==> src/phy_mgmt_pkg.sv <==
/*
  Constants shared by the PHY management block: frame field widths,
  register offsets, register bit positions, reset values and timing.
  Assumes nothing of its surroundings.
*/
package phy_mgmt_pkg;
  localparam int          PREAMBLE_LEN   = 32;
  localparam int          ADDR_W         = 5;
  localparam int          DATA_W         = 16;
  localparam logic [1:0]  START_PAT      = 2'h1;
  localparam logic [1:0]  OP_READ        = 2'h2;
  localparam logic [1:0]  OP_WRITE       = 2'h1;
  localparam logic [4:0]  PHY_ADDR       = 5'h00;

  localparam logic [4:0]  OFF_CONTROL    = 5'h00;
  localparam logic [4:0]  OFF_STATUS     = 5'h01;
  localparam logic [4:0]  OFF_IDENT_HI   = 5'h02;
  localparam logic [4:0]  OFF_IDENT_LO   = 5'h03;
  localparam logic [4:0]  OFF_ADVERTISE  = 5'h04;
  localparam logic [4:0]  OFF_PARTNER    = 5'h05;
  localparam logic [4:0]  OFF_EXPANSION  = 5'h06;
  localparam logic [4:0]  OFF_MIRROR     = 5'h10;
  localparam logic [4:0]  OFF_IRQ_EN     = 5'h11;
  localparam logic [4:0]  OFF_IRQ_STAT   = 5'h12;
  localparam logic [4:0]  OFF_CONFIG     = 5'h13;
  localparam logic [4:0]  OFF_CHIP_STAT  = 5'h14;

  // Bit positions
  localparam int          CS_AN_DONE     = 9;
  localparam int          CS_DUPLEX      = 11;
  localparam int          CS_SPEED       = 12;
  localparam int          ST_LINK        = 2;
  localparam int          ST_AN_DONE     = 5;
  localparam int          ST_CHANGE      = 6;
  localparam int          IE_ENABLE      = 1;
  localparam int          IS_PENDING     = 15;
  localparam int          CTL_RESTART_AN = 9;
  localparam int          CTL_RESET      = 15;

  localparam logic [15:0] CONTROL_RST    = 16'h1000;
  localparam logic [15:0] ADVERTISE_RST  = 16'h01e1;
  localparam logic [15:0] ZERO16         = 16'h0000;
  localparam logic [15:0] STATUS_CAPS    = 16'h7809;

  // Negotiation time, microseconds, at the 8 ns clock
  localparam int          AN_TIME_US     = 100;
  localparam int          CLK_NS         = 8;
  localparam int          AN_CYCLES      = (AN_TIME_US * 1000) / CLK_NS;
  localparam int          ACT_CYCLES     = 1000;

  typedef enum logic [2:0] {
    ST_IDLE, ST_START, ST_OPCODE, ST_ADDR, ST_TURN, ST_DATA
  } frame_state_e;
endpackage : phy_mgmt_pkg

==> src/sync_edge.sv <==
/*
  Two-flop synchroniser with rise and fall pulse detection.
  Assumes the input is asynchronous to ref_clk_i.
*/
`timescale 1ns/1ps
module sync_edge (
  input  wire logic ref_clk_i,
  input  wire logic reset_i,
  input  wire logic async_i,
  output logic      level_o,
  output logic      rise_o,
  output logic      fall_o
);
  logic meta_ff;
  logic sync_ff;
  logic last_ff;

  always_ff @(posedge ref_clk_i) begin
    if (reset_i) begin
      meta_ff <= 1'b0;
      sync_ff <= 1'b0;
      last_ff <= 1'b0;
    end else begin
      meta_ff <= async_i;
      sync_ff <= meta_ff;
      last_ff <= sync_ff;
    end
  end

  assign level_o = sync_ff;
  assign rise_o  = sync_ff & ~last_ff;
  assign fall_o  = ~sync_ff & last_ff;
endmodule : sync_edge

==> src/activity_stretch.sv <==
/*
  Stretches a short activity level into a visible indicator pulse.
  Assumes a synchronous activity input on ref_clk_i.
*/
`timescale 1ns/1ps
module activity_stretch #(
  parameter int HOLD = phy_mgmt_pkg::ACT_CYCLES
) (
  input  wire logic ref_clk_i,
  input  wire logic reset_i,
  input  wire logic act_i,
  output logic      led_ff_o
);
  logic [$clog2(HOLD+1)-1:0] cnt_ff;

  always_ff @(posedge ref_clk_i) begin
    if (reset_i) begin
      cnt_ff   <= '0;
      led_ff_o <= 1'b0;
    end else begin
      if (act_i)
        cnt_ff <= ($clog2(HOLD+1))'(HOLD);
      else if (cnt_ff != '0)
        cnt_ff <= cnt_ff - 1'b1;
      led_ff_o <= act_i | (cnt_ff != '0);
    end
  end
endmodule : activity_stretch

==> src/phy_mgmt_serial_access.sv <==
/*
  Management side of a 10/100 transceiver: serial frame decoder on the
  management clock/data pins, twelve 16-bit registers, negotiation
  result, link-change interrupt and indicator outputs.
  Assumes mdc_i and mdio_i come from another domain and are sampled here;
  mdc is far slower than ref_clk_i. Link events arrive as plain inputs.
*/
`timescale 1ns/1ps
// Notes on behaviour
// - Opcode 10 reads a register, 01 writes one.
// - Five-bit device address must be all zeros.
// - Five-bit register offset, valid from zero to 0x14.
// - Writes: two turnaround cycles, then sixteen data bits into the device.
// - Negotiation starts by itself after power-up.
// - Four modes: 100 and 10 Mb/s, full and half duplex.
// - Negotiation done sets chip status bit 9.
// - Chip status bits 11 and 12 report duplex and speed.
// - Active-low interrupt only when enabled in register 0x11.
// - Interrupt on link parameter change or link failure.
// - Twelve status and control registers reachable by management.
// - Indicators: 100 Mb/s, link, transmit and receive activity.
module phy_mgmt_serial_access #(
  parameter int          AN_CYCLES = phy_mgmt_pkg::AN_CYCLES,
  parameter logic [15:0] IDENT_HI  = 16'h0aa5,  // Arbitrary value
  parameter logic [15:0] IDENT_LO  = 16'h5a01   // Arbitrary value
) (
  input  wire logic ref_clk_i,
  input  wire logic reset_i,
  input  wire logic mdc_i,
  input  wire logic mdio_i,
  output logic      mdio_o,
  output logic      mdio_oe_o,
  output logic      phy_irq_n_o,
  input  wire logic link_up_i,
  input  wire logic partner_100_i,
  input  wire logic partner_full_i,
  input  wire logic tx_act_i,
  input  wire logic rx_act_i,
  output logic      led_speed_o,
  output logic      led_link_o,
  output logic      led_tx_o,
  output logic      led_rx_o
);
  logic mdc_lvl, mdc_rise, mdc_fall;
  logic mdio_lvl;
  logic link_lvl, link_rise, link_fall;
  logic p100_lvl, pfull_lvl;

  sync_edge u_mdc (
    .ref_clk_i (ref_clk_i), .reset_i (reset_i), .async_i (mdc_i),
    .level_o (mdc_lvl), .rise_o (mdc_rise), .fall_o (mdc_fall));
  sync_edge u_mdio (
    .ref_clk_i (ref_clk_i), .reset_i (reset_i), .async_i (mdio_i),
    .level_o (mdio_lvl), .rise_o (), .fall_o ());
  sync_edge u_link (
    .ref_clk_i (ref_clk_i), .reset_i (reset_i), .async_i (link_up_i),
    .level_o (link_lvl), .rise_o (link_rise), .fall_o (link_fall));
  sync_edge u_p100 (
    .ref_clk_i (ref_clk_i), .reset_i (reset_i), .async_i (partner_100_i),
    .level_o (p100_lvl), .rise_o (), .fall_o ());
  sync_edge u_pfull (
    .ref_clk_i (ref_clk_i), .reset_i (reset_i), .async_i (partner_full_i),
    .level_o (pfull_lvl), .rise_o (), .fall_o ());

  // Registers
  logic [15:0] control_ff;
  logic [15:0] advertise_ff;
  logic [15:0] mirror_ff;
  logic [15:0] irq_en_ff;
  logic [15:0] config_ff;
  logic        an_done_ff;
  logic        speed_ff;
  logic        duplex_ff;
  logic        change_ff;
  logic [$clog2(AN_CYCLES+1)-1:0] an_cnt_ff;

  // Frame decoder
  phy_mgmt_pkg::frame_state_e state_ff;
  logic [5:0]  cnt_ff;
  logic [1:0]  op_ff;
  logic [4:0]  phy_ff;
  logic [4:0]  reg_ff;
  logic [15:0] shift_ff;
  logic        wr_stb;
  logic        rd_load;

  function automatic logic [15:0] read_reg(input logic [4:0] off);
    case (off)
      phy_mgmt_pkg::OFF_CONTROL:   read_reg = control_ff;
      phy_mgmt_pkg::OFF_STATUS:    read_reg = phy_mgmt_pkg::STATUS_CAPS
        | (16'(link_lvl) << phy_mgmt_pkg::ST_LINK)
        | (16'(an_done_ff) << phy_mgmt_pkg::ST_AN_DONE)
        | (16'(change_ff) << phy_mgmt_pkg::ST_CHANGE);
      phy_mgmt_pkg::OFF_IDENT_HI:  read_reg = IDENT_HI;
      phy_mgmt_pkg::OFF_IDENT_LO:  read_reg = IDENT_LO;
      phy_mgmt_pkg::OFF_ADVERTISE: read_reg = advertise_ff;
      phy_mgmt_pkg::OFF_PARTNER:   read_reg = {7'h00, pfull_lvl, p100_lvl, 7'h01};
      phy_mgmt_pkg::OFF_EXPANSION: read_reg = {15'h0000, an_done_ff};
      phy_mgmt_pkg::OFF_MIRROR:    read_reg = mirror_ff;
      phy_mgmt_pkg::OFF_IRQ_EN:    read_reg = irq_en_ff;
      phy_mgmt_pkg::OFF_IRQ_STAT:  read_reg = 16'(change_ff) << phy_mgmt_pkg::IS_PENDING;
      phy_mgmt_pkg::OFF_CONFIG:    read_reg = config_ff;
      phy_mgmt_pkg::OFF_CHIP_STAT: read_reg =
          (16'(an_done_ff) << phy_mgmt_pkg::CS_AN_DONE)
        | (16'(duplex_ff)  << phy_mgmt_pkg::CS_DUPLEX)
        | (16'(speed_ff)   << phy_mgmt_pkg::CS_SPEED);
      default:                     read_reg = phy_mgmt_pkg::ZERO16;
    endcase
  endfunction : read_reg

  // Bits are taken on the rising management clock, driven after the falling one
  always_ff @(posedge ref_clk_i) begin
    if (reset_i) begin
      state_ff <= phy_mgmt_pkg::ST_IDLE;
      cnt_ff   <= '0;
      op_ff    <= '0;
      phy_ff   <= '0;
      reg_ff   <= '0;
    end else if (mdc_rise) begin
      case (state_ff)
        phy_mgmt_pkg::ST_IDLE: begin
          if (!mdio_lvl && cnt_ff >= 6'(phy_mgmt_pkg::PREAMBLE_LEN)) begin
            state_ff <= phy_mgmt_pkg::ST_START;
          end
          cnt_ff <= mdio_lvl ? ((cnt_ff == 6'h3f) ? cnt_ff : cnt_ff + 6'h01) : 6'h00;
        end
        phy_mgmt_pkg::ST_START: begin
          state_ff <= mdio_lvl ? phy_mgmt_pkg::ST_OPCODE : phy_mgmt_pkg::ST_IDLE;
          cnt_ff   <= '0;
        end
        phy_mgmt_pkg::ST_OPCODE: begin
          op_ff  <= {op_ff[0], mdio_lvl};
          cnt_ff <= cnt_ff + 6'h01;
          if (cnt_ff == 6'h01) begin
            state_ff <= phy_mgmt_pkg::ST_ADDR;
            cnt_ff   <= '0;
          end
        end
        phy_mgmt_pkg::ST_ADDR: begin
          {phy_ff, reg_ff} <= {phy_ff[3:0], reg_ff, mdio_lvl};
          cnt_ff <= cnt_ff + 6'h01;
          if (cnt_ff == 6'(2*phy_mgmt_pkg::ADDR_W - 1)) begin
            state_ff <= phy_mgmt_pkg::ST_TURN;
            cnt_ff   <= '0;
          end
        end
        phy_mgmt_pkg::ST_TURN: begin
          cnt_ff <= cnt_ff + 6'h01;
          if (cnt_ff == 6'h01) begin
            state_ff <= phy_mgmt_pkg::ST_DATA;
            cnt_ff   <= '0;
          end
        end
        phy_mgmt_pkg::ST_DATA: begin
          cnt_ff <= cnt_ff + 6'h01;
          if (cnt_ff == 6'(phy_mgmt_pkg::DATA_W - 1)) begin
            state_ff <= phy_mgmt_pkg::ST_IDLE;
            cnt_ff   <= '0;
          end
        end
        default: state_ff <= phy_mgmt_pkg::ST_IDLE;
      endcase
    end
  end

  // Frames for another device address are skipped silently; an unknown opcode writes and drives nothing but still clears the change flag at 0x01 or 0x12
  logic ours;
  assign ours    = (phy_ff == phy_mgmt_pkg::PHY_ADDR);
  assign wr_stb  = mdc_rise && state_ff == phy_mgmt_pkg::ST_DATA && ours &&
                   op_ff == phy_mgmt_pkg::OP_WRITE &&
                   cnt_ff == 6'(phy_mgmt_pkg::DATA_W - 1);
  assign rd_load = mdc_fall && state_ff == phy_mgmt_pkg::ST_TURN && cnt_ff == 6'h01;

  always_ff @(posedge ref_clk_i) begin
    if (reset_i) begin
      shift_ff <= '0;
    end else if (mdc_rise && state_ff == phy_mgmt_pkg::ST_DATA &&
                 op_ff == phy_mgmt_pkg::OP_WRITE) begin
      shift_ff <= {shift_ff[14:0], mdio_lvl};
    end else if (rd_load) begin
      shift_ff <= read_reg(reg_ff);
    end else if (mdc_fall && state_ff == phy_mgmt_pkg::ST_DATA &&
                 op_ff == phy_mgmt_pkg::OP_READ && cnt_ff != 6'h00) begin
      shift_ff <= {shift_ff[14:0], 1'b0};
    end
  end

  // Data line driver: changes only after falling clock edges
  logic rd_frame;
  assign rd_frame = ours && op_ff == phy_mgmt_pkg::OP_READ;
  always_ff @(posedge ref_clk_i) begin
    if (reset_i) begin
      mdio_oe_o <= 1'b0;
      mdio_o    <= 1'b0;
    end else if (mdc_fall) begin
      if (rd_frame && state_ff == phy_mgmt_pkg::ST_TURN && cnt_ff == 6'h01) begin
        mdio_oe_o <= 1'b1;
        mdio_o    <= 1'b0;
      end else if (rd_frame && state_ff == phy_mgmt_pkg::ST_DATA) begin
        mdio_oe_o <= 1'b1;
        mdio_o    <= (cnt_ff == 6'h00) ? shift_ff[15] : shift_ff[14];
      end else begin
        mdio_oe_o <= 1'b0;
        mdio_o    <= 1'b0;
      end
    end
  end

  // Writable registers; reset bit self-clears
  always_ff @(posedge ref_clk_i) begin
    if (reset_i || (control_ff[phy_mgmt_pkg::CTL_RESET])) begin
      control_ff   <= phy_mgmt_pkg::CONTROL_RST;
      advertise_ff <= phy_mgmt_pkg::ADVERTISE_RST;
      mirror_ff    <= phy_mgmt_pkg::ZERO16;
      irq_en_ff    <= phy_mgmt_pkg::ZERO16;
      config_ff    <= phy_mgmt_pkg::ZERO16;
    end else if (wr_stb) begin
      case (reg_ff)
        phy_mgmt_pkg::OFF_CONTROL:   control_ff   <= {shift_ff[14:0], mdio_lvl};
        phy_mgmt_pkg::OFF_ADVERTISE: advertise_ff <= {shift_ff[14:0], mdio_lvl};
        phy_mgmt_pkg::OFF_MIRROR:    mirror_ff    <= {shift_ff[14:0], mdio_lvl};
        phy_mgmt_pkg::OFF_IRQ_EN:    irq_en_ff    <= {shift_ff[14:0], mdio_lvl};
        phy_mgmt_pkg::OFF_CONFIG:    config_ff    <= {shift_ff[14:0], mdio_lvl};
        default: ;
      endcase
    end else begin
      control_ff[phy_mgmt_pkg::CTL_RESTART_AN] <= 1'b0;
    end
  end

  // Negotiation: starts from reset with no command, restarts on link loss
  logic restart;
  logic an_last;
  assign restart = link_fall || control_ff[phy_mgmt_pkg::CTL_RESTART_AN];
  assign an_last = (an_cnt_ff == ($clog2(AN_CYCLES+1))'(AN_CYCLES - 1));
  always_ff @(posedge ref_clk_i) begin
    if (reset_i || restart) begin
      an_cnt_ff  <= '0;
      an_done_ff <= 1'b0;
    end else if (link_lvl && !an_done_ff) begin
      an_cnt_ff <= an_cnt_ff + 1'b1;
      if (an_last)
        an_done_ff <= 1'b1;
    end
  end

  // Take the mode straight from the partner inputs; advertise_ff is not consulted
  always_ff @(posedge ref_clk_i) begin
    if (reset_i) begin
      speed_ff  <= 1'b0;
      duplex_ff <= 1'b0;
    end else if (link_lvl && !an_done_ff) begin
      speed_ff  <= p100_lvl;
      duplex_ff <= pfull_lvl;
    end
  end

  // Change flag: set on completion or loss; cleared by reading status, set wins
  logic st_read;
  assign st_read = rd_load && ours && (reg_ff == phy_mgmt_pkg::OFF_STATUS ||
                                       reg_ff == phy_mgmt_pkg::OFF_IRQ_STAT);
  logic an_done_d;
  always_ff @(posedge ref_clk_i) begin
    if (reset_i) begin
      change_ff <= 1'b0;
      an_done_d <= 1'b0;
    end else begin
      an_done_d <= an_done_ff;
      if (link_fall || (an_done_ff && !an_done_d))
        change_ff <= 1'b1;
      else if (st_read)
        change_ff <= 1'b0;
    end
  end

  always_ff @(posedge ref_clk_i) begin
    if (reset_i)
      phy_irq_n_o <= 1'b1;
    else
      phy_irq_n_o <= ~(change_ff & irq_en_ff[phy_mgmt_pkg::IE_ENABLE]);
  end

  always_ff @(posedge ref_clk_i) begin
    if (reset_i) begin
      led_speed_o <= 1'b0;
      led_link_o  <= 1'b0;
    end else begin
      led_speed_o <= an_done_ff & speed_ff;
      led_link_o  <= link_lvl;
    end
  end

  activity_stretch u_tx (
    .ref_clk_i (ref_clk_i), .reset_i (reset_i), .act_i (tx_act_i), .led_ff_o (led_tx_o));
  activity_stretch u_rx (
    .ref_clk_i (ref_clk_i), .reset_i (reset_i), .act_i (rx_act_i), .led_ff_o (led_rx_o));

  // Checks
  a_irq_needs_enable: assert property (@(posedge ref_clk_i) disable iff (reset_i)
    !phy_irq_n_o |-> $past(irq_en_ff[phy_mgmt_pkg::IE_ENABLE]))
    else $error("interrupt asserted while disabled");
  a_link_loss_irq: assert property (@(posedge ref_clk_i) disable iff (reset_i)
    link_fall && irq_en_ff[phy_mgmt_pkg::IE_ENABLE] |->
    ##1 change_ff ##1 (!phy_irq_n_o || !$past(irq_en_ff[phy_mgmt_pkg::IE_ENABLE])))
    else $error("link loss did not raise interrupt");
  a_drive_only_read: assert property (@(posedge ref_clk_i) disable iff (reset_i)
    mdio_oe_o |-> op_ff == phy_mgmt_pkg::OP_READ && ours)
    else $error("data line driven outside a read");
  a_an_done_bit: assert property (@(posedge ref_clk_i) disable iff (reset_i)
    $rose(an_done_ff) |-> $past(an_last) && $past(link_lvl))
    else $error("negotiation completed before its count ran out");
  a_turn_release: assert property (@(posedge ref_clk_i) disable iff (reset_i)
    rd_load |-> !mdio_oe_o)
    else $error("data line driven in first turnaround bit");
  a_speed_led: assert property (@(posedge ref_clk_i) disable iff (reset_i)
    led_speed_o |-> $past(speed_ff && an_done_ff))
    else $error("speed indicator without 100 Mb/s result");
  c_read_frame: cover property (@(posedge ref_clk_i) rd_load && rd_frame);
  c_write_frame: cover property (@(posedge ref_clk_i) wr_stb);
  c_irq: cover property (@(posedge ref_clk_i) !phy_irq_n_o);
endmodule : phy_mgmt_serial_access

==> config.mk <==
export PLATFORM = sky130hd
export DESIGN_NAME = phy_mgmt_serial_access
export DESIGN_NICKNAME = d
export VERILOG_FILES = /design/src/phy_mgmt_pkg.sv /design/src/sync_edge.sv /design/src/activity_stretch.sv /design/src/phy_mgmt_serial_access.sv
export SDC_FILE = /design/constraint.sdc
export NUM_CORES = 1
export LEC_CHECK = 0
export ABC_CLOCK_PERIOD_IN_PS = 3750
export BUFFER_PORTS_ARGS = -buffer_cell sky130_fd_sc_hd__buf_2
export CAP_MARGIN = 25
export CORE_MARGIN = 2
export CORE_UTILIZATION = 40
export CTS_BUF_LIST = sky130_fd_sc_hd__clkbuf_8
export CTS_CLUSTER_DIAMETER = 80
export DETAILED_ROUTE_END_ITERATION = 16
export GPL_TIMING_DRIVEN = 0
export PLACE_DENSITY = 0.59
export SLEW_MARGIN = 20
export SYNTH_ARGS = -nofsm -noshare
export SYNTH_HDL_FRONTEND = slang
export SYNTH_SLANG_ARGS = --single-unit
==> constraint.sdc <==
create_clock -name ref_clk_i -period 3.75 [get_ports ref_clk_i]
set_clock_uncertainty 0.15 [all_clocks]
set_input_delay 0.1875 -clock ref_clk_i [delete_from_list [all_inputs] [get_ports ref_clk_i]]
set_output_delay 0.1875 -clock ref_clk_i [all_outputs]
set_load 0.05 [all_outputs]
==> flow_summary.ini <==
[layout]
ff_latch_area_um2 = 3483
layout-drive-gt1-share = 0.08226
n_antenna_cell = 0
multiInputGateArea_um2 = 4006
area_delta_synth_final_pct = 11.55
nets = 1013
fillers = 1985

[synthesis]
syn_area_per_cell_um2 = 8.259
synthDistinctLibCells = 65
ys_seq_area_frac = 0.4416
netlist_instances = 955
ys_ff_latch = 174
syn_nets = 972
async_flop_share = 0
ys_warn_count = 0
synth_edf_count = 0
synthFlopType = dfxtp_1
syn_area_um2 = 7888

[sta]
slew_viol_final = 0
relSlewSlack = 0.2636
setup_tns_ns = 0
timing.final.crit_share = 0.8828
finalSetupViolations = 0
period_minus_slack_ns = 3.311
rsz0062_at_grt = no
fmax_mhz = 302.1
finalHoldViolCount = 0
worst_pin_slew_ns = 1.101

[setup_path]
cp_cell_sequence = clkbuf_1 > or2_2 > nor2_1 > nand3_1 > clkbuf_1 > nand2_1 > o211ai_1
crit_required_ns = 3.91
cp_slowest_stage_delay_ns = 0.84
startpoint = reg_ff[3]$_SDFFE_PP0P_
end_kind = flip-flop
crit_slowest_cell = nor2_1
reg2reg_depth = 7
timing.rr.start = reg_ff[3]$_SDFFE_PP0P_
crit_end = control_ff[12]$_SDFFE_PP1P_
cp.depth = 7
worst-path-buf-inv = 2
cp_max_fo = 10
crit_arrival_ns = 3.48
reg2reg_slack_ns = 0.44
r2r-end = control_ff[12]$_SDFFE_PP1P_
cp_top_family = simple AND/OR/NAND/NOR gates
crit_type = reg -> reg
crit_path_start_kind = flip-flop
crit_top_cell = clkbuf_1

[cts]
worstSkewPairLatency_ns = 0.48
h-tree-depth = 4
clkTransAtPathRegs_ns = 0.10
cts_resized = 0
cts_sinks = 174
root_buffer = clkbuf_8
cts_made_buffers = 17
cts_tree = done
clock_path_buffers = 2

[global_routing]
grt_pass1_wl_um = 35730
antenna_found_initial = 0
grt_pass1_vias = 6326
grt_max_degree = 17
grt_overflow = 0
track_usage = 0.2262

[detailed_routing]
viasPerCell = 5.524
postRouteWirelength_um = 22930
post-route-drc-count = 0
vias = 7037
first_iter_violations = 638
firstDrtPassIters = 5
routedWlPerCell_um = 17.99
antenna_left = 0

[job]
cap_violations = 0

[power_and_ir_drop]
p_per_area_nw_per_um2 = 401.1
p_leak_uw = 0.002984
vdd_drop_max_mv = 0.2054
total_power_uw = 3529

[placement]
port_buffers = 15
dpl.hpwl_um = 15770
gp_congestion = 0.8875

[floorplan]
die_h_um = 144.4
rows = 51
start_util = 0.4066
core_um2 = 19400
die_area_um2 = 20860
ioPinCount = 16
die_w_um = 144.4

[run_status]
outcome = complete, no violations

[worst_hold_path]
hp-class = in -> reg
cells by family after synthesis:
kind of cell | count (synthesis) | share of synthesized area
buffers and inverters | 97 | 0.05044
adders and majority gates | 8 | 0.01269
and+or+nand+nor | 403 | 0.2495
xor gates and xnor gates | 32 | 0.03553
muxes | 21 | 0.02712
DFF | 174 | 0.4416
AOI/OAI and AO/OA | 220 | 0.1831
layer usage:
metal | GRT usage | wire length, um | vias to the layer above
li1 | - | - | 3424
met1 | 0.3145 | 10900 | 3373
met2 | 0.3604 | 10420 | 213
met3 | 0.03675 | 1193 | 27
met4 | 0.06949 | 418 | 0
met5 | 0 | 0 | -
metrics by stage:
stage	cell area (um^2)	utilization	cells	hold WS [ns]	setup WS [ns]
2_1_floorplan	7888	-	955	0.1149	1.580
3_3_place_gp	8294	0.4276	1235	0.2537	0.4953
3_5_place_dp	8294	0.4276	1235	0.2534	0.5407
4_1_cts	8798	0.4536	1274	0.1572	0.5278
5_1_grt	8798	0.4536	1274	0.1904	0.3450
6_report	8798	0.4536	1274	0.1610	0.4393
what timing repair did:
item | 4_1_cts | 5_1_grt
setup buffers | 0 | 0
hold endpoints to repair | 26 | 0
setup endpoints to repair | 0 | 0
hold buffers | 7 | 0
registers in the layout, summed over array words and instances, names as in the netlist, 10 cells and up:
register      flops
advertise_ff     16
shift_ff         16
control_ff       16
irq_en_ff        16
u_rx.cnt_ff      10
an_cnt_ff        14
mirror_ff        16
config_ff        16
u_tx.cnt_ff      10
worst min-delay path: stages:
cell,delay (ns)
buf_2,0.14
clkbuf_1,0.27
nor2b_1,0.16
worst min-delay path by stage:
stage / start / end / slack, ns / cells after the start
floorplan: tx_act_i / u_tx.cnt_ff[0]$_SDFFE_PP0P_ / 0.11 / 1
detailed placement: mdc_i / u_mdc.meta_ff$_SDFF_PP0_ / 0.25 / 2
finish: reset_i / u_mdc.level_o$_SDFF_PP0_ / 0.16 / 3
global route: reset_i / u_mdc.level_o$_SDFF_PP0_ / 0.19 / 3
global placement: mdio_i / u_mdio.meta_ff$_SDFF_PP0_ / 0.25 / 2
CTS: reset_i / an_cnt_ff[10]$_SDFFE_PP0P_ / 0.16 / 4
cell usage after synthesis, types with 4 or more instances:
| cell | instances | area share |
|---|---|---|
| nand2_1 | 185 | 0.088 |
| dfxtp_1 | 174 | 0.44 |
| a21oi_1 | 100 | 0.063 |
| nor2_1 | 59 | 0.028 |
| clkbuf_1 | 44 | 0.021 |
| inv_1 | 33 | 0.016 |
| nand3_1 | 23 | 0.015 |
| xor2_1 | 23 | 0.026 |
| nor2b_1 | 21 | 0.017 |
| mux2i_1 | 18 | 0.023 |
| o21ai_0 | 18 | 0.011 |
| and3_1 | 17 | 0.013 |
| buf_2 | 15 | 0.0095 |
| nor3_1 | 15 | 0.0095 |
| nand4_1 | 12 | 0.0095 |
| a22oi_1 | 11 | 0.010 |
| o21ai_1 | 11 | 0.0070 |
| or3_1 | 10 | 0.0079 |
| a221oi_2 | 9 | 0.017 |
| a31o_1 | 9 | 0.010 |
| a31oi_1 | 9 | 0.0071 |
| xnor2_1 | 9 | 0.010 |
| a21o_1 | 8 | 0.0076 |
| a221oi_1 | 8 | 0.0089 |
| and2_1 | 8 | 0.0063 |
| ha_1 | 8 | 0.013 |
| nand2b_1 | 8 | 0.0063 |
| nand3b_1 | 7 | 0.0067 |
| nor4_1 | 6 | 0.0048 |
| nand4b_1 | 5 | 0.0056 |
| nor4b_1 | 5 | 0.0056 |
| o211ai_1 | 5 | 0.0048 |
| a2111oi_0 | 4 | 0.0044 |
| a211oi_1 | 4 | 0.0038 |
| a32oi_1 | 4 | 0.0044 |
| or4_1 | 4 | 0.0038 |
power by group:
group,internal (uW),switching (uW),leakage [uW]
Sequential,1880,29.4,0.00141
Combinational,75.6,124,0.00136
Clock,717,704,0.000216
cells in the final DEF, fill, tap and decap left out, types with 9 or more instances in the layout:
cell        n
or3_1      10
and3_1     17
mux2i_1    18
a21oi_1   100
a22oi_1    11
clkbuf_8   20
a221oi_2    9
buf_2      30
clkbuf_1   44
inv_1      33
o21ai_1    11
a31oi_1     9
nor2_1     59
nand3_1    23
nor2b_1    21
dfxtp_1   174
nor3_1     15
xnor2_1     9
xor2_1     23
o21ai_0    18
nand4_1    12
nand2_1   185
a31o_1      9
area by class of cell:
| cell class | instances | area share |
|---|---|---|
| Tap cell | 265 | 0.03768 |
| Clock inverter | 12 | 0.01806 |
| Buffer | 64 | 0.03114 |
| Clock buffer | 20 | 0.03129 |
| Inverter | 33 | 0.01408 |
| Timing Repair Buffer | 22 | 0.01650 |
| Multi-Input combinational cell | 684 | 0.4553 |
| Sequential cell | 174 | 0.3959 |
Power figures use the tool's default switching activity.
